<file path="src/verilog/t0c_params.svh">
// Register indices, field positions, reset values and count limits of the timer
`ifndef T0C_PARAMS_SVH
`define T0C_PARAMS_SVH
`define T0C_IDX_CTRL_A 8'h2a
`define T0C_IDX_GCTL 8'h2c
`define T0C_IDX_CTRL_B 8'h30
`define T0C_IDX_CMP_A 8'h31
`define T0C_IDX_CMP_B 8'h32
`define T0C_IDX_CNT 8'h33
`define T0C_IDX_FLAGS 8'h34
`define T0C_F_COMA_HI 7
`define T0C_F_COMA_LO 6
`define T0C_F_COMB_HI 5
`define T0C_F_COMB_LO 4
`define T0C_F_WGM_HI 1
`define T0C_F_WGM_LO 0
`define T0C_F_TSM 7
`define T0C_F_PSR 0
`define T0C_F_TOPBIT 3
`define T0C_F_FLAG_A 1
`define T0C_F_FLAG_B 0
`define T0C_RST_BYTE 8'h00
`define T0C_RST_COM 2'h0
`define T0C_RST_WGM 2'h0
`define T0C_MAX 8'hff
`define T0C_BOTTOM 8'h00
`define T0C_WGM_PC_MAX 3'h1
`define T0C_WGM_CTC 3'h2
`define T0C_WGM_FAST_MAX 3'h3
`define T0C_WGM_PC_OCA 3'h5
`define T0C_WGM_FAST_OCA 3'h7
`define T0C_DEF_PRESCALE 8
`endif

</file>
<file path="src/verilog/t0c_pkg.sv">
// Types shared by the timer compare-output modules
package t0c_pkg;
  typedef logic [1:0] t0c_com_t;
  typedef enum logic [1:0] {T0C_NORMAL, T0C_PCPWM, T0C_CTC, T0C_FAST} t0c_wave_t;
  typedef enum logic {T0C_BUS_IDLE, T0C_BUS_ACK} t0c_bus_t;
endpackage : t0c_pkg

</file>
<file path="src/verilog/t0c_timer_if.sv">
// Counter state carried from the timer core to its compare units
`timescale 1ns/10ps
interface t0c_timer_if (input wire logic ref_clk, input wire logic rst);
  import t0c_pkg::*;
  logic tick;
  logic count_up;
  logic wrap_evt;
  logic block;
  logic top_bit;
  t0c_wave_t wave;
  logic [7:0] cnt;
  logic [7:0] top;
  modport src (input ref_clk, rst, output tick, count_up, wrap_evt, block, top_bit, wave, cnt,
    top);
  modport dst (input ref_clk, rst, tick, count_up, wrap_evt, block, top_bit, wave, cnt, top);
endinterface : t0c_timer_if

</file>
<file path="src/verilog/t0c_prescaler.sv">
// Tick divider that stops and restarts from zero while held in reset
`timescale 1ns/10ps
`include "t0c_params.svh"
module t0c_prescaler #(
  parameter int DIV = `T0C_DEF_PRESCALE
) (
  // Clock and reset
  input wire logic ref_clk,
  input wire logic rst,
  // Control
  input wire logic hold,
  // Timer enable
  output logic tick
);
  import t0c_pkg::*;
  localparam int W = (DIV > 1) ? $clog2(DIV) : 1;
  localparam logic [W-1:0] LAST = W'(DIV - 1);
  logic [W-1:0] div_r;
  logic [W-1:0] div_nxt;

  // Held divider gives no tick, so the counter cannot advance
  assign tick = !hold && (div_r == LAST);
  assign div_nxt = (hold || div_r == LAST) ? '0 : div_r + W'(1);

  always_ff @(posedge ref_clk or posedge rst) begin
    if (rst) div_r <= '0;
    else div_r <= div_nxt;
  end

  property p_hold_no_tick;
    @(posedge ref_clk) disable iff (rst) hold |-> !tick;
  endproperty
  a_hold_no_tick: assert property (p_hold_no_tick) else $error("tick while held");
endmodule : t0c_prescaler

</file>
<file path="src/verilog/t0c_cmp_unit.sv">
// One compare channel: match detection, waveform state and pin override
`timescale 1ns/10ps
module t0c_cmp_unit #(
  parameter bit HAS_TOGGLE = 1'b1
) (
  // Timer state
  t0c_timer_if.dst tmr,
  // Channel setup
  input wire t0c_pkg::t0c_com_t out_mode,
  input wire logic [7:0] cmp_value,
  // Normal port function
  input wire logic port_dir,
  input wire logic port_data,
  // Results
  output logic match_evt,
  output logic pin_out,
  output logic pin_oe
);
  import t0c_pkg::*;
  logic state_r;
  logic state_nxt;
  logic pin_r;
  logic oe_r;

  wire is_pwm = (tmr.wave == T0C_FAST) || (tmr.wave == T0C_PCPWM);
  wire toggle_ok = !is_pwm || (HAS_TOGGLE && tmr.top_bit);
  wire connected = (out_mode != 2'b00) && !((out_mode == 2'b01) && !toggle_ok);
  wire at_top_cmp = is_pwm && out_mode[1] && (cmp_value == tmr.top);
  wire hit = tmr.tick && (tmr.cnt == cmp_value) && !tmr.block;
  wire act = hit && !at_top_cmp;
  wire pc_top = tmr.tick && (tmr.cnt == tmr.top);

  assign match_evt = hit;
  assign pin_out = pin_r;
  assign pin_oe = oe_r;

  // State holds while disconnected, so reconnecting shows the last level it had
  always_comb begin
    state_nxt = state_r;
    case (tmr.wave)
      T0C_FAST: begin
        if (tmr.wrap_evt && out_mode[1]) state_nxt = ~out_mode[0];
        else if (act && out_mode[1]) state_nxt = out_mode[0];
        else if (act && out_mode == 2'b01 && toggle_ok) state_nxt = ~state_r;
      end
      T0C_PCPWM: begin
        if (at_top_cmp && pc_top) state_nxt = ~out_mode[0];
        else if (act && out_mode[1]) state_nxt = out_mode[0] ^ ~tmr.count_up;
        else if (act && out_mode == 2'b01 && toggle_ok) state_nxt = ~state_r;
      end
      default: begin
        if (act && out_mode == 2'b01) state_nxt = ~state_r;
        else if (act && out_mode[1]) state_nxt = out_mode[0];
      end
    endcase
  end

  always_ff @(posedge tmr.ref_clk or posedge tmr.rst) begin
    if (tmr.rst) begin
      state_r <= 1'b0;
      pin_r <= 1'b0;
      oe_r <= 1'b0;
    end else begin
      state_r <= state_nxt;
      pin_r <= connected ? state_nxt : port_data;
      oe_r <= port_dir;
    end
  end

  property p_disc_port;
    @(posedge tmr.ref_clk) disable iff (tmr.rst)
      !connected |=> pin_out == $past(port_data);
  endproperty
  a_disc_port: assert property (p_disc_port) else $error("port data not passed");
  property p_set_on_match;
    @(posedge tmr.ref_clk) disable iff (tmr.rst)
      (!is_pwm && hit && out_mode == 2'b11) |=> state_r ##1 1'b1;
  endproperty
  a_set_on_match: assert property (p_set_on_match) else $error("set on match missed");
  property p_top_ignored;
    @(posedge tmr.ref_clk) disable iff (tmr.rst)
      (tmr.wave == T0C_FAST && at_top_cmp && !tmr.wrap_evt) |=> $stable(state_r);
  endproperty
  a_top_ignored: assert property (p_top_ignored) else $error("top match not ignored");
endmodule : t0c_cmp_unit

</file>
<file path="src/verilog/t0c_top.sv">
// Timer core, register slave and both compare channels
`timescale 1ns/10ps
`include "t0c_params.svh"
module t0c_top #(
  parameter int PRESCALE_DIV = `T0C_DEF_PRESCALE
) (
  // Clock and reset
  input wire logic ref_clk,
  input wire logic rst,
  // Avalon-MM slave
  input wire logic [9:0] avs_address,
  input wire logic avs_read,
  input wire logic avs_write,
  input wire logic [3:0] avs_byteenable,
  input wire logic [31:0] avs_writedata,
  output logic [31:0] avs_readdata,
  output logic avs_waitrequest,
  // Port fallback for the two pins
  input wire logic port_dir_a,
  input wire logic port_data_a,
  input wire logic port_dir_b,
  input wire logic port_data_b,
  // Compare pins
  output logic compare_a_output,
  output logic compare_a_output_oe,
  output logic compare_b_output,
  output logic compare_b_output_oe
);
  import t0c_pkg::*;

  t0c_timer_if tmr (.ref_clk(ref_clk), .rst(rst));

  t0c_bus_t bus_r;
  t0c_bus_t bus_nxt;
  logic [31:0] rdata_r;
  t0c_com_t compare_a_output_mode_r;
  t0c_com_t compare_b_output_mode_r;
  logic [1:0] wgm_low_r;
  logic waveform_mode_top_bit_r;
  logic sync_hold_mode_r;
  logic sync_hold_mode_nxt;
  logic prescaler_reset_request_r;
  logic prescaler_reset_request_nxt;
  logic [7:0] compare_value_a_r;
  logic [7:0] compare_value_b_r;
  logic [7:0] counter_value_r;
  logic [7:0] counter_value_nxt;
  logic up_r;
  logic up_nxt;
  logic block_r;
  logic match_a_flag_r;
  logic match_b_flag_r;
  logic match_a_evt;
  logic match_b_evt;

  // Address decode: each register is one word at four times its index
  wire [7:0] idx = avs_address[9:2];
  wire aligned = avs_address[1:0] == 2'b00;
  wire sel_ctla = aligned && idx == `T0C_IDX_CTRL_A;
  wire sel_gctl = aligned && idx == `T0C_IDX_GCTL;
  wire sel_ctlb = aligned && idx == `T0C_IDX_CTRL_B;
  wire sel_cmpa = aligned && idx == `T0C_IDX_CMP_A;
  wire sel_cmpb = aligned && idx == `T0C_IDX_CMP_B;
  wire sel_cnt = aligned && idx == `T0C_IDX_CNT;
  wire sel_flag = aligned && idx == `T0C_IDX_FLAGS;
  wire [7:0] wd = avs_writedata[7:0];
  wire wr_go = avs_write && bus_r == T0C_BUS_ACK && avs_byteenable[0];
  wire wr_ctla = wr_go && sel_ctla;
  wire wr_gctl = wr_go && sel_gctl;
  wire wr_ctlb = wr_go && sel_ctlb;
  wire cnt_wr = wr_go && sel_cnt;
  wire clr_a = wr_go && sel_flag && wd[`T0C_F_FLAG_A];
  wire clr_b = wr_go && sel_flag && wd[`T0C_F_FLAG_B];

  wire [7:0] ctla_rd = {compare_a_output_mode_r, compare_b_output_mode_r, 2'b00,
    wgm_low_r};
  wire [7:0] gctl_rd = {sync_hold_mode_r, 6'h00, prescaler_reset_request_r};
  wire [7:0] ctlb_rd = {4'h0, waveform_mode_top_bit_r, 3'h0};
  wire [7:0] flag_rd = {6'h00, match_a_flag_r, match_b_flag_r};
  wire [7:0] rd_mux = sel_ctla ? ctla_rd :
    sel_gctl ? gctl_rd :
    sel_ctlb ? ctlb_rd :
    sel_cmpa ? compare_value_a_r :
    sel_cmpb ? compare_value_b_r :
    sel_cnt ? counter_value_r :
    sel_flag ? flag_rd : `T0C_RST_BYTE;

  // One wait cycle lets read data come from a flop
  assign avs_waitrequest = (avs_read || avs_write) && bus_r != T0C_BUS_ACK;
  assign avs_readdata = rdata_r;

  always_comb begin
    bus_nxt = bus_r;
    case (bus_r)
      T0C_BUS_IDLE: if (avs_read || avs_write) bus_nxt = T0C_BUS_ACK;
      T0C_BUS_ACK: bus_nxt = T0C_BUS_IDLE;
      default: bus_nxt = T0C_BUS_IDLE;
    endcase
  end

  always_ff @(posedge ref_clk or posedge rst) begin
    if (rst) begin
      bus_r <= T0C_BUS_IDLE;
      rdata_r <= 32'h0000_0000;
    end else begin
      bus_r <= bus_nxt;
      if (bus_r == T0C_BUS_IDLE && avs_read) rdata_r <= {24'h00_0000, rd_mux};
    end
  end

  // Waveform mode decode
  wire [2:0] wgm_sel = {waveform_mode_top_bit_r, wgm_low_r};
  wire is_fast = wgm_sel == `T0C_WGM_FAST_MAX || wgm_sel == `T0C_WGM_FAST_OCA;
  wire is_pc = wgm_sel == `T0C_WGM_PC_MAX || wgm_sel == `T0C_WGM_PC_OCA;
  wire top_is_a = wgm_sel == `T0C_WGM_CTC || wgm_sel == `T0C_WGM_PC_OCA ||
    wgm_sel == `T0C_WGM_FAST_OCA;
  // Reserved codes 4 and 6 fall back to free counting
  t0c_wave_t wave;
  assign wave = is_fast ? T0C_FAST : is_pc ? T0C_PCPWM :
    (wgm_sel == `T0C_WGM_CTC) ? T0C_CTC : T0C_NORMAL;
  wire [7:0] top_val = top_is_a ? compare_value_a_r : `T0C_MAX;

  assign tmr.wave = wave;
  assign tmr.top = top_val;
  assign tmr.cnt = counter_value_r;
  assign tmr.top_bit = waveform_mode_top_bit_r;
  assign tmr.block = block_r;
  assign tmr.count_up = is_pc ? up_r : 1'b1;
  assign tmr.wrap_evt = tmr.tick && is_fast && counter_value_r == top_val;

  // Prescaler and sync hold control
  always_comb begin
    sync_hold_mode_nxt = sync_hold_mode_r;
    prescaler_reset_request_nxt = prescaler_reset_request_r;
    if (wr_gctl) begin
      sync_hold_mode_nxt = wd[`T0C_F_TSM];
      prescaler_reset_request_nxt = wd[`T0C_F_PSR];
    end else if (!sync_hold_mode_r) begin
      prescaler_reset_request_nxt = 1'b0;
    end
  end

  t0c_prescaler #(.DIV(PRESCALE_DIV)) u_presc (
    .ref_clk(ref_clk),
    .rst(rst),
    .hold(prescaler_reset_request_r),
    .tick(tmr.tick)
  );

  // Counter: a bus write wins over the tick and masks the next match
  always_comb begin
    counter_value_nxt = counter_value_r;
    up_nxt = up_r;
    if (cnt_wr) begin
      counter_value_nxt = wd;
    end else if (tmr.tick) begin
      case (wave)
        T0C_PCPWM: begin
          if (up_r && counter_value_r >= top_val) begin
            up_nxt = 1'b0;
            counter_value_nxt = (counter_value_r == `T0C_BOTTOM) ? `T0C_BOTTOM :
              counter_value_r - 8'h01;
          end else if (!up_r && counter_value_r == `T0C_BOTTOM) begin
            up_nxt = 1'b1;
            counter_value_nxt = counter_value_r + 8'h01;
          end else begin
            counter_value_nxt = up_r ? counter_value_r + 8'h01 : counter_value_r - 8'h01;
          end
        end
        T0C_CTC, T0C_FAST: begin
          up_nxt = 1'b1;
          counter_value_nxt = (counter_value_r == top_val) ? `T0C_BOTTOM :
            counter_value_r + 8'h01;
        end
        default: begin
          up_nxt = 1'b1;
          counter_value_nxt = counter_value_r + 8'h01;
        end
      endcase
    end
  end

  always_ff @(posedge ref_clk or posedge rst) begin
    if (rst) begin
      compare_a_output_mode_r <= `T0C_RST_COM;
      compare_b_output_mode_r <= `T0C_RST_COM;
      wgm_low_r <= `T0C_RST_WGM;
      waveform_mode_top_bit_r <= 1'b0;
      compare_value_a_r <= `T0C_RST_BYTE;
      compare_value_b_r <= `T0C_RST_BYTE;
    end else begin
      if (wr_ctla) begin
        compare_a_output_mode_r <= wd[`T0C_F_COMA_HI:`T0C_F_COMA_LO];
        compare_b_output_mode_r <= wd[`T0C_F_COMB_HI:`T0C_F_COMB_LO];
        wgm_low_r <= wd[`T0C_F_WGM_HI:`T0C_F_WGM_LO];
      end
      if (wr_ctlb) waveform_mode_top_bit_r <= wd[`T0C_F_TOPBIT];
      if (wr_go && sel_cmpa) compare_value_a_r <= wd;
      if (wr_go && sel_cmpb) compare_value_b_r <= wd;
    end
  end

  always_ff @(posedge ref_clk or posedge rst) begin
    if (rst) begin
      sync_hold_mode_r <= 1'b0;
      prescaler_reset_request_r <= 1'b0;
      counter_value_r <= `T0C_BOTTOM;
      up_r <= 1'b1;
      block_r <= 1'b0;
      match_a_flag_r <= 1'b0;
      match_b_flag_r <= 1'b0;
    end else begin
      sync_hold_mode_r <= sync_hold_mode_nxt;
      prescaler_reset_request_r <= prescaler_reset_request_nxt;
      counter_value_r <= counter_value_nxt;
      up_r <= up_nxt;
      block_r <= cnt_wr || (block_r && !tmr.tick);
      // A match in the clearing cycle still sets the flag
      match_a_flag_r <= match_a_evt || (match_a_flag_r && !clr_a);
      match_b_flag_r <= match_b_evt || (match_b_flag_r && !clr_b);
    end
  end

  t0c_cmp_unit #(.HAS_TOGGLE(1'b1)) u_cmp_a (
    .tmr(tmr),
    .out_mode(compare_a_output_mode_r),
    .cmp_value(compare_value_a_r),
    .port_dir(port_dir_a),
    .port_data(port_data_a),
    .match_evt(match_a_evt),
    .pin_out(compare_a_output),
    .pin_oe(compare_a_output_oe)
  );

  // Channel B has no toggle option in the PWM modes
  t0c_cmp_unit #(.HAS_TOGGLE(1'b0)) u_cmp_b (
    .tmr(tmr),
    .out_mode(compare_b_output_mode_r),
    .cmp_value(compare_value_b_r),
    .port_dir(port_dir_b),
    .port_data(port_data_b),
    .match_evt(match_b_evt),
    .pin_out(compare_b_output),
    .pin_oe(compare_b_output_oe)
  );

  property p_psr_autoclr;
    @(posedge ref_clk) disable iff (rst)
      (prescaler_reset_request_r && !sync_hold_mode_r && !wr_gctl) |=> !prescaler_reset_request_r;
  endproperty
  a_psr_autoclr: assert property (p_psr_autoclr) else $error("reset bit not cleared");
  property p_tsm_keeps;
    @(posedge ref_clk) disable iff (rst)
      (sync_hold_mode_r && prescaler_reset_request_r && !wr_gctl) |=> prescaler_reset_request_r;
  endproperty
  a_tsm_keeps: assert property (p_tsm_keeps) else $error("reset bit lost in hold mode");
  property p_tsm_release;
    @(posedge ref_clk) disable iff (rst)
      (wr_gctl && !wd[`T0C_F_TSM] && !wd[`T0C_F_PSR]) |=> !prescaler_reset_request_r;
  endproperty
  a_tsm_release: assert property (p_tsm_release) else $error("release left reset set");
  property p_halted;
    @(posedge ref_clk) disable iff (rst)
      (prescaler_reset_request_r && !cnt_wr) |=> $stable(counter_value_r);
  endproperty
  a_halted: assert property (p_halted) else $error("counter moved while held");
  property p_sync_step;
    @(posedge ref_clk) disable iff (rst)
      (!tmr.tick && !cnt_wr) |=> $stable(counter_value_r);
  endproperty
  a_sync_step: assert property (p_sync_step) else $error("counter moved without tick");
  property p_ctc_clear;
    @(posedge ref_clk) disable iff (rst)
      (wave == T0C_CTC && tmr.tick && counter_value_r == compare_value_a_r && !cnt_wr &&
        !block_r) |=> counter_value_r == `T0C_BOTTOM && match_a_flag_r;
  endproperty
  a_ctc_clear: assert property (p_ctc_clear) else $error("compare A did not clear");
  property p_flag_b;
    @(posedge ref_clk) disable iff (rst) match_b_evt |=> match_b_flag_r;
  endproperty
  a_flag_b: assert property (p_flag_b) else $error("flag B not set");
  property p_fast_oca;
    @(posedge ref_clk) disable iff (rst)
      wgm_sel == `T0C_WGM_FAST_OCA |-> wave == T0C_FAST && top_val == compare_value_a_r;
  endproperty
  a_fast_oca: assert property (p_fast_oca) else $error("mode 7 decode wrong");
  property p_pc_turn;
    @(posedge ref_clk) disable iff (rst)
      (wave == T0C_PCPWM && tmr.tick && up_r && counter_value_r == `T0C_MAX &&
        top_val == `T0C_MAX && !cnt_wr) |=> !up_r && counter_value_r == 8'hfe;
  endproperty
  a_pc_turn: assert property (p_pc_turn) else $error("no turn at top");
  property p_rsvd_zero;
    @(posedge ref_clk) disable iff (rst)
      (bus_r == T0C_BUS_IDLE && avs_read && sel_ctla) |=> avs_readdata[3:2] == 2'b00;
  endproperty
  a_rsvd_zero: assert property (p_rsvd_zero) else $error("reserved bits not zero");
endmodule : t0c_top

</file>
<file path="config.mk">
export PLATFORM = sky130hd
export DESIGN_NAME = t0c_top
export DESIGN_NICKNAME = d
export VERILOG_FILES = /design/src/verilog/t0c_pkg.sv /design/src/verilog/t0c_timer_if.sv /design/src/verilog/t0c_prescaler.sv /design/src/verilog/t0c_cmp_unit.sv /design/src/verilog/t0c_top.sv
export VERILOG_INCLUDE_DIRS = /design/src /design/src/verilog
export SDC_FILE = /design/constraint.sdc
export NUM_CORES = 1
export LEC_CHECK = 0
export ABC_CLOCK_PERIOD_IN_PS = 4050
export BUFFER_PORTS_ARGS = -buffer_cell sky130_fd_sc_hd__buf_2
export CAP_MARGIN = 15
export CORE_MARGIN = 2
export CORE_UTILIZATION = 50
export DETAILED_ROUTE_END_ITERATION = 6
export PLACE_DENSITY = 0.8
export SLEW_MARGIN = 40
export SYNTH_ARGS = -nofsm -noshare
export SYNTH_HDL_FRONTEND = slang
export SYNTH_SLANG_ARGS = --single-unit
</file>
<file path="constraint.sdc">
create_clock -name ref_clk -period 4.05 [get_ports ref_clk]
set_input_delay 0 -clock ref_clk [delete_from_list [all_inputs] [get_ports ref_clk]]
set_output_delay 0 -clock ref_clk [all_outputs]
set_load 0.005 [all_outputs]
</file>
==> results of run 1 <==
registers in the layout, summed over array words and instances, names as in the netlist, 2 cells and up:
register and count:
compare_a_output_mode_r 2, compare_b_output_mode_r 2, wgm_low_r 2, compare_value_b_r 8, avs_readdata 8, u_presc.div_r 3
counter_value_r 8, compare_value_a_r 8
cell type report:
cell class	instances	area share, %
clock buffer	6	1.58
multi-input combinational	399	55.8
clock inverter	2	0.353
inverter	15	1.22
tap	105	2.85
timing repair buffer	59	8.26
sequential	55	29.9
logic make-up after synthesis:
| group | count (synthesis) | synth area share, % |
|---|---|---|
| AOI/OAI and AO/OA | 118 | 18.2 |
| xor gates and xnor gates | 30 | 6.23 |
| buffers and inverters | 68 | 8.45 |
| and+or+nand+nor | 187 | 23.3 |
| DFF | 55 | 32.7 |
| muxes | 27 | 7.24 |
| adders and majority gates | 13 | 3.86 |
| other | 1 | 0.0889 |
metrics by stage:
stage	area, sq um	utilization [%]	setup WS (ns)	std cells
after global placement	4380	53.3	0.645	619
final	4610	56.1	0.458	641
after floorplan	4310	-	0.754	522
after CTS	4610	56.1	0.542	641
after detailed placement	4380	53.3	0.579	619
after global routing	4610	56.1	0.216	641
placed cells by master (no fill, tap or decap), types with 3 or more instances in the layout:
cell and n:
inv_1 14, nand4_1 4, buf_2 39, xor2_1 12, buf_4 6, ha_1 13
and3_1 10, nor3b_1 6, a211oi_1 6, nand2b_1 9, mux2_2 4, or3_1 3
xnor2_1 18, o21ai_1 23, o21ai_0 8, nand3b_1 3, clkbuf_8 5, dlygate4sd3_1 14
nor3_1 16, and2_1 3, o211ai_1 4, mux2_1 20, a221oi_1 3, conb_1 24
o22ai_1 5, nor2_1 39, nand3_1 16, dfrtp_1 54, o31a_1 3, nand2_1 53
a21boi_0 4, and4_1 3, a31oi_1 6, a21oi_1 33
report_power, final:
part | internal, W | total (W) | switching, W
registers | 0.000560 | 0.000585 | 0.0000250
logic | 0.0000743 | 0.000171 | 0.0000966
clock network | 0.000125 | 0.000312 | 0.000187
metal layers:
metal	GRT usage, %	up-vias	part of all wire [%]
met2	42.2	214	47
met5	0	-	0
met4	10.7	0	3.2
met3	4.23	40	8.4
li1	-	1809	-
met1	35.2	1826	41
worst reg2reg max path: stages (launching register included):
cell      delay, ns
dfrtp_1        0.52
or3b_1         0.47
and2_0         0.32
nor2_1         0.18
ha_1           0.15
and4_1         0.25
o311ai_1       0.12
buf_4          0.18
a31oi_1        0.52
a221oi_1       0.16
or4_1          0.51
a21oi_1        0.14
worst paths after layout:
path                                                     endpoint  depth (start not counted)
max                                counter_value_r[2]$_DFFE_PP0P_                         11
min                        compare_a_output_mode_r[1]$_DFFE_PP0P_                          2
min in group asynchronous               u_cmp_b.state_r$_DFF_PP0_                          4
max in group asynchronous        compare_value_b_r[7]$_DFFE_PP0P_                          4
max reg2reg                        counter_value_r[2]$_DFFE_PP0P_                         11
min reg2reg                            u_presc.div_r[0]$_DFF_PP0_                          1
==> impl_results.md, run 1 <==
- Final Max Tran Viols: 0
- Die Footprint: 9190 sq um
- CTS H-tree lvls: 2
- Synth Register Bits: 55
- Required @ worst endpoint: 4.29 ns
- Count leader, synth: dfrtp_1
- Global-route wire length before repair: 18500 um
- Layout cells sized above 1: 12.9%
- Slowest CP cell: dfrtp_1
- Clock Sinks: 55
- RSZ-0062 raised after global routing: false
- CTS clk-pin slew, worst paths: 0.11 ns
- Synthesized area: 4220 sq um
- Crit path DAT: 3.83 ns
- CTS tree: yes
- Peak VDD IR: 0.240 mV
- # setup viols final: 0
- Largest net degree at the start of global routing: 56
- Final hold violation count: 0
- Max Cap Viol: 0
- Critical R2R Launch: tmr.top_bit$_DFFE_PP0P_
- Final total power: 0.00107 W
- Initial antenna violation count: 0
- Height of the chip: 95.9 um
- Ys async rst share: 100%
- # Post-CTS Setup Buffers: 0
- Critical Path Source Type: register
- Initial core utilization: 51.3%
- Fill count: 737
- Cells after synthesis: 499
- CTS Hold Buffers Added: 14
- Critical path class: reg2reg
- Critical path's top delay family: simple AND/OR/NAND/NOR gates
- Ranking of synthesized cells by area: dfrtp_1 32%, mux2_1 5.3%, nand2_1 4.7%, buf_4 4.3%, a21oi_1 3.9%
- Routed WL: 11400 um
- Final ANT Viol Nets: 0
- Core area: 8220 sq um
- Synth Flop Type: dfrtp_1
- Global route total overflow: 0
- Max Fclk: 0.278 GHz
- Area of the multi-input gates: 2570 sq um
- Slew margin rel.: 52.4%
- CTS Buf Count: 5
- Cell variety after synth: 73
- Layout Nets: 602
- Pwr Density: 232 nW/um^2
- Number of port buffers: 39
- Skew-Pair Late Insertion Delay: 0.31 ns
- Site row count: 33
- Maximum buffer depth of the clock tree: 2
- Fin crit period: 3.59 ns
- Period utilization: 88.7%
- Setup tns final: 0 ns
- Crit path cell chain: or3b_1 > and2_0 > nor2_1 > ha_1 > and4_1 > o311ai_1 > buf_4 > a31oi_1 > a221oi_1 > or4_1 > a21oi_1
- Area delta synth->final: 9.16%
- Hold Crit Class: in2reg
- Clock skew: 0.00985 ns
- Iter 0 DRT Violations: 380
- Vias per Instance: 6.07
- CP Buf/Inv Count: 1
- Post-synth top cells: 54 x dfrtp_1, 53 x nand2_1, 39 x nor2_1, 33 x a21oi_1
- Hold slack: 0.00400 ns
- Sequential cell area: 1380 sq um
- Synth Area per Inst: 8.46 sq um
- Sequential-to-total area share from yosys stat: 32.7%
- Routed WL per cell: 17.8 um
- DP HPWL: 8450 um
- Worst Setup SP: tmr.top_bit$_DFFE_PP0P_
- Syn. warnings: 0
- Post-cts gate resize count: 0
- Placer congestion estimate: 0.933
- Die W: 95.9 um
- GRT Total Usage: 26.2%
- Worst-path maximum fanout: 14
- Synth top area share: 32.0%
- IO Count: 91
- P_leak: 2.12 nW
- Clock root cell: clkbuf_8
- DRC: 0
- Leading area contributor after synthesis: dfrtp_1
- Crit. End Element: register
- Reg-to-reg setup timing slack: 0.46 ns
- Vias: 3889
- Slew @ Worst Pin: 0.714 ns
- Vias in the first global route: 3756
- Worst path max stage delay: 0.52 ns
- Drt pass-1 iters: 5
- Hold path startpoint: avs_writedata[7]
- Status: finished, final reports clean
- Ant diodes: 0
- EDFF count, synth: 0
Note: power is estimated with default switching activity, not from simulation.
==> run 2: changes to the inputs <==
Settings changed: ABC_CLOCK_PERIOD_IN_PS 4050 to 4150, CELL_PAD_IN_SITES_DETAIL_PLACEMENT set to 1, CELL_PAD_IN_SITES_GLOBAL_PLACEMENT set to 2, CORE_UTILIZATION 50 to 35, PLACE_DENSITY 0.8 to 0.92.
Clock period 4.05 ns to 4.15 ns, I/O delays scaled along.
==> run 2 against run 1 <==
Effect of this change:
- register-to-register slack improved by 0.13 ns
- core utilization shrank 16 points
- critical path depth is the same
- routed wire length up 16%
- sequential share of layout area shrank 0.68 points
- non-clock buffer count decreased by 2
- clock skew is 0.0021 ns lower
- power is 16% higher
- worst hold slack better by 0.0022 ns
- combinational power is essentially flat
==> impl_results.md, run 2 (synthesis results as in run 1) <==
- Status: finished, final reports clean
- Reg2reg path depth: 11 (unchanged)
- Setup tns final: 0 ns (unchanged)
- Max Fclk: 0.280 GHz (+0.72%)
- Non-Filler Instances: 681 (+6.2%)
- P_leak: 2.15 nW (+1.5%)
- Crit path DAT: 3.80 ns (-0.03 ns)
- Initial antenna violation count: 0 (unchanged)
- DRC: 0 (unchanged)
- Hold Path Stages: 2 (unchanged)
- Fin crit period: 3.57 ns (-0.0258 ns)
- Commonest non-fill, non-tap cell in the layout: dfrtp_1
- Clock Sinks: 55 (unchanged)
- Period utilization: 85.9% (-2.8 points)
- Area delta synth->final: 11.7%
- Post-route setup slack: 0.584 ns (+0.126 ns)
- Post-cts gate resize count: 0 (unchanged)
- Hold Crit Class: in2reg
- CTS clk-pin slew, worst paths: 0.08 ns (-0.03 ns)
- # setup viols final: 0 (unchanged)
- Slew margin rel.: 50.2% (-2.1 points)
- Placed cell count: 664 (+7.3%)
- Final Max Tran Viols: 0 (unchanged)
- Layout Nets: 600 (-0.33%)
- Iter 0 DRT Violations: 252 (-34%)
- Fin area: 4710 sq um (+2.3%)
- Vias per Instance: 5.72 (-5.7%)
- Pre-CTS setup slack: 0.625 ns (+0.0457 ns)
- Site row count: 40 (+21%)
- Skew-Pair Late Insertion Delay: 0.30 ns (about the same)
- Number of port buffers: 39 (unchanged)
- Global route total overflow: 0 (unchanged)
- Slew @ Worst Pin: 0.746 ns (+0.0320 ns)
- Peak VDD IR: 0.138 mV (-43%)
- Drt pass-1 iters: 4 (-1)
- Routed WL: 13200 um (+16%)
- IO Count: 91 (unchanged)
- Sequential cell area: 1380 sq um (unchanged)
- Worst-path maximum fanout: 10 (-4)
- Layout cells sized above 1: 13.7% (+0.80 points)
- Routed WL per cell: 19.4 um (+8.8%)
- Crit. End Element: register
- Die W: 114 um (+19%)
- Largest net degree at the start of global routing: 56 (unchanged)
- CTS H-tree lvls: 2 (unchanged)
- Height of the chip: 114 um (+19%)
- DP HPWL: 9840 um (+16%)
- CTS Buf Count: 5 (unchanged)
- Required @ worst endpoint: 4.38 ns (+0.09 ns)
- RSZ-0062 raised after global routing: false
- Pwr Density: 263 nW/um^2 (+13%)
- Final ANT Viol Nets: 0 (unchanged)
- Critical Path Source Type: register
- Clock root cell: clkbuf_16
- Die Footprint: 12900 sq um (+41%)
- Area of the multi-input gates: 2570 sq um (unchanged)
- Global-route wire length before repair: 21300 um (+15%)
- CTS tree: yes
- Placer congestion estimate: 0.888 (-4.8%)
- Final core occ: 39.6% (-16 points)
- Core area: 11900 sq um (+45%)
- GRT Total Usage: 21.1% (-5.1 points)
- Initial core utilization: 35.4% (-16 points)
- Vias in the first global route: 3991 (+6.3%)
- Ant diodes: 0 (unchanged)
- Vias: 3898 (+0.23%)
- Fill count: 1455 (+97%)
- Post-placement cell area: 4450 sq um (+1.7%)
- Maximum buffer depth of the clock tree: 2 (unchanged)
- Max Cap Viol: 0 (unchanged)
- Commonest non-fill, non-tap cells in the layout: 54 x dfrtp_1, 53 x nand2_1, 39 x nor2_1, 39 x buf_2, 33 x a21oi_1
- Final hold violation count: 0 (unchanged)
- Critical path class: reg2reg
- Clock skew: 0.00777 ns (-0.00208 ns)
[run 2: critical path, stage by stage, from the launching register on]
cell	delay, ns
dfrtp_1	0.52
or3b_1	0.45
and2_0	0.32
nor2_1	0.18
ha_1	0.16
and4_1	0.27
o311ai_1	0.12
buf_4	0.18
a31oi_1	0.51
a221oi_1	0.15
or4_1	0.51
a21oi_1	0.13
[run 2: per-stage QoR]
step / total power [W] / hold slack [ns]
2_1_floorplan: 0.000699 / 0.0314
3_3_place_gp: 0.000734 / 0.108
3_5_place_dp: 0.000743 / 0.110
4_1_cts: 0.00125 / 0.00859
5_1_grt: 0.00129 / 0.0168
6_report: 0.00124 / 0.00617
[run 2: repair_timing]
item                                    4_1_cts  5_1_grt
hold endpoints to repair                     62        0
endpoints found under the setup margin        0        0
buffers inserted                              0        0
hold buffers                                  9        0
[run 2: final timing paths]
kind | start | to | slack, ns
setup / recovery | wgm_low_r[0]$_DFFE_PP0P_ | counter_value_r[2]$_DFFE_PP0P_ | 0.58
hold / removal | avs_writedata[5] | compare_value_a_r[5]$_DFFE_PP0P_ | 0.006
setup reg to reg | wgm_low_r[0]$_DFFE_PP0P_ | counter_value_r[2]$_DFFE_PP0P_ | 0.58
hold reg to reg | u_presc.div_r[0]$_DFF_PP0_ | u_presc.div_r[0]$_DFF_PP0_ | 0.45
max in group asynchronous | rst | compare_value_b_r[7]$_DFFE_PP0P_ | 3.19
min in group asynchronous | rst | u_cmp_b.pin_out$_DFF_PP0_ | 0.44
[run 2: area by class of cell]
cell class | instances | share of cell area, %
flip-flops and latches | 55 | 29.2
well taps | 147 | 3.90
inverters | 15 | 1.19
repair buffers | 57 | 7.49
multi-input cells | 399 | 54.6
clock inverters | 3 | 0.982
clock buffers | 5 | 2.65
[run 2: per-layer routing]
layer	vias up	wire, um	part of all wire (%)	track usage, %
met4	0	482	3.6	8.29
met5	-	0	0	0
li1	1807	-	-	-
met2	112	6460	49	35.9
met3	27	664	5.0	2.50
met1	1952	5600	42	27.4
[run 2: where the power goes]
group / switching [W] / internal (W)
Clock: 0.000211 / 0.000287
Combinational: 0.000103 / 0.0000716
Sequential: 0.0000199 / 0.000546
==> run 3: changes to the inputs <==
Settings changed: ABC_AREA set to 1, CORE_UTILIZATION 35 to 33.
==> run 3 against run 2 <==
Effect of this change:
- sequential share of layout area decreased by 0.47 points
- routed wire length increased by 7.7%
- power increased by 6.7%
- highest routed layer unchanged
==> impl_results.md, run 3 <==
- Maximum buffer depth of the clock tree: 2 (unchanged)
- Final Max Tran Viols: 0 (unchanged)
- Hold slack: 0.0283 ns (+0.0221 ns)
- Skew-Pair Late Insertion Delay: 0.30 ns (about the same)
- Routed WL: 14200 um (+7.7%)
- Hold Path Stages: 3 (+1)
- Layout cells sized above 1: 14.2% (+0.51 points)
- Die W: 118 um (+4.0%)
- CTS tree: yes
- Fraction of the mapped netlist area in simple logic gates: 31.6% (+8.4 points)
- CTS Hold Buffers Added: 7 (-2)
- Peak VDD IR: 0.211 mV (+53%)
- Synth top area share: 31.3% (-0.68 points)
- Count leader, synth: nand2_1
- Reg-to-reg setup timing slack: 1.00 ns (+0.42 ns)
- Reg2Reg Capture Point: counter_value_r[6]$_DFFE_PP0P_
- Setup tns final: 0 ns (unchanged)
- Required @ worst endpoint: 4.32 ns (-0.06 ns)
- Post-route setup slack: 1.00 ns (+0.419 ns)
- Cell variety after synth: 45 (-38%)
- Site row count: 41 (+2.5%)
- Critical Path Source Type: register
- Core area: 12700 sq um (+6.4%)
- Initial antenna violation count: 0 (unchanged)
- Main combinational cell family by area after synthesis: simple AND/OR/NAND/NOR gates
- Synth Area per Inst: 7.09 sq um (-16%)
- Clock skew: 0.00685 ns (-0.000915 ns)
- Initial core utilization: 34.0% (-1.4 points)
- Cells after synthesis: 608 (+22%)
- Crit. End Element: register
- GRT Total Usage: 20.9% (-0.20 points)
- Synth Register Bits: 55 (unchanged)
- Post-synth top cells: 147 x nand2_1, 83 x inv_1, 54 x dfrtp_1, 44 x o21ai_0, 40 x nor2_1
- Reg2reg path depth: 17 (+6)
- Slew @ Worst Pin: 0.746 ns (-0.000624 ns)
- Final hold violation count: 0 (unchanged)
- Adder-Cell Fraction of Synth Area: 3.77% (-0.082 points)
- CTS Buf Count: 5 (unchanged)
- Ant diodes: 0 (unchanged)
- Post-cts gate resize count: 0 (unchanged)
- # Post-CTS Setup Buffers: 0 (unchanged)
- DRC: 0 (unchanged)
- CTS H-tree lvls: 2 (unchanged)
- Synthesized area: 4310 sq um (+2.2%)
- Max Fclk: 0.318 GHz (+13%)
- Clock Sinks: 55 (unchanged)
- Synth Flop Type: dfrtp_1
- Critical path endpoint: counter_value_r[6]$_DFFE_PP0P_
- Global route total overflow: 0 (unchanged)
- Pwr Density: 276 nW/um^2 (+5.0%)
- Syn. warnings: 0 (unchanged)
- Period utilization: 75.8% (-10 points)
- Height of the chip: 118 um (+4.0%)
- Ys async rst share: 100% (unchanged)
- Vias per Instance: 5.21 (-8.9%)
- Number of port buffers: 39 (unchanged)
- Global-route wire length before repair: 23100 um (+8.7%)
- Area delta synth->final: 11.1%
- Die Footprint: 14000 sq um (+8.1%)
- XOR/XNOR Fraction of Synth Area: 3.25% (-3.0 points)
- Vias: 4279 (+9.8%)
- Leading area contributor after synthesis: dfrtp_1
- Worst Setup SP: wgm_low_r[0]$_DFFE_PP0P_
- Drt pass-1 iters: 4 (unchanged)
- Iter 0 DRT Violations: 294 (+17%)
- Worst-path maximum fanout: 19 (+9)
- Hold Crit Class: in2reg
- DP HPWL: 11300 um (+15%)
- IO Count: 91 (unchanged)
- Routed WL per cell: 17.3 um (-11%)
- Layout Nets: 715 (+19%)
- P_leak: 2.35 nW (+9.1%)
- Synth Area in Compound Gates: 15.0% (-3.2 points)
- Status: finished, final reports clean
- Final total power: 0.00132 W (+6.7%)
- RSZ-0062 raised after global routing: false
- Multiplexer share of the synthesized area: 0% (-7.2 points)
- Max Cap Viol: 0 (unchanged)
- Fin crit period: 3.15 ns (-0.419 ns)
- Crit path DAT: 3.32 ns (-0.48 ns)
- Sequential-to-total area share from yosys stat: 32.0% (-0.69 points)
- Commonest non-fill, non-tap cells in the layout: 147 x nand2_1, 82 x inv_1, 54 x dfrtp_1
- CTS clk-pin slew, worst paths: 0.08 ns (about the same)
- EDFF count, synth: 0 (unchanged)
- Vias in the first global route: 4332 (+8.5%)
- Ranking of synthesized cells by area: dfrtp_1 31%, nand2_1 13%, inv_1 7.2%, o21ai_0 5.1%, buf_4 4.7%
- Commonest non-fill, non-tap cell in the layout: nand2_1
- Critical path class: reg2reg
- Slew margin rel.: 50.3% (about the same)
- Clock root cell: clkbuf_16
- Largest net degree at the start of global routing: 56 (unchanged)
- Final ANT Viol Nets: 0 (unchanged)
- Placer congestion estimate: 0.906 (+2.0%)
- Fill count: 1669 (+15%)
- # setup viols final: 0 (unchanged)
- Critical R2R Launch: wgm_low_r[0]$_DFFE_PP0P_
- Pre-CTS setup slack: 1.04 ns (+0.418 ns)
-- run 3: cell types whose count changed after synthesis, moves of 15 or more --
cell	change
nand2_1	+94
inv_1	+68
o21ai_0	+36
nand3_1	+22
mux2_1	-20
clkbuf_1	-19
o21ai_1	-18
xnor2_1	-15
-- run 3: final cells by class --
| type | instances | area (sq um) | area share [%] |
|---|---|---|---|
| sequential | 55 | 1380 | 28.8 |
| tap | 172 | 215 | 4.49 |
| clock inverter | 2 | 38.8 | 0.810 |
| timing repair buffer | 47 | 273 | 5.69 |
| clock buffer | 6 | 129 | 2.69 |
| inverter | 93 | 352 | 7.34 |
| multi-input combinational | 446 | 2400 | 50.2 |
-- run 3: cells by family after synthesis --
| logic type | Yosys count |
|---|---|
| fa+ha+maj | 13 |
| compound gates | 109 |
| simple gates | 284 |
| buf+inv | 130 |
| flops | 55 |
| other cells | 1 |
| xor+xnor | 16 |
-- run 3: worst min path at each step --
stage | slack [ns] | end | start
3_3_place_gp | 0.11 | u_cmp_b.pin_oe$_DFF_PP0_ | port_dir_b
6_report | 0.03 | counter_value_r[6]$_DFFE_PP0P_ | avs_writedata[6]
2_1_floorplan | 0.03 | u_cmp_a.pin_oe$_DFF_PP0_ | port_dir_a
4_1_cts | 0.02 | counter_value_r[6]$_DFFE_PP0P_ | avs_writedata[6]
5_1_grt | 0.05 | counter_value_r[6]$_DFFE_PP0P_ | avs_writedata[6]
3_5_place_dp | 0.11 | u_cmp_b.pin_oe$_DFF_PP0_ | port_dir_b
-- run 3: routing by layer --
layer / up-vias / track usage, % / part of all wire, %
met5: - / 0 / 0
met4: 0 / 7.83 / 3.2
met3: 19 / 2.32 / 5.0
met2: 114 / 35.8 / 49
met1: 2108 / 27.0 / 43
li1: 2038 / - / -
-- run 3: through the flow --
| stage | cell area, sq um | utilization, % | std cells |
|---|---|---|---|
| after floorplan | 4400 | - | 631 |
| after global routing | 4790 | 37.8 | 821 |
| after detailed placement | 4550 | 35.9 | 806 |
| final | 4790 | 37.8 | 821 |
| after global placement | 4550 | 35.9 | 806 |
| after CTS | 4790 | 37.8 | 821 |
-- run 3: critical path, cell delays in order (launching register included) --
cell and delay, ns:
dfrtp_1 0.60, inv_4 0.12, nand2_4 0.23, nand3_1 0.13, inv_1 0.11, ha_1 0.26, nand4_1 0.09, inv_1 0.08
nand2_1 0.15, o2111ai_1 0.18, nand2_1 0.15, nand2_1 0.17, inv_1 0.18, nor2_1 0.09, o21ai_0 0.19, nand2_1 0.09
o211ai_1 0.10, o21ai_0 0.11
-- run 3: power by group --
part	internal [W]	switching, W
Combinational	0.0000822	0.000139
Sequential	0.000556	0.0000511
Clock	0.000288	0.000206
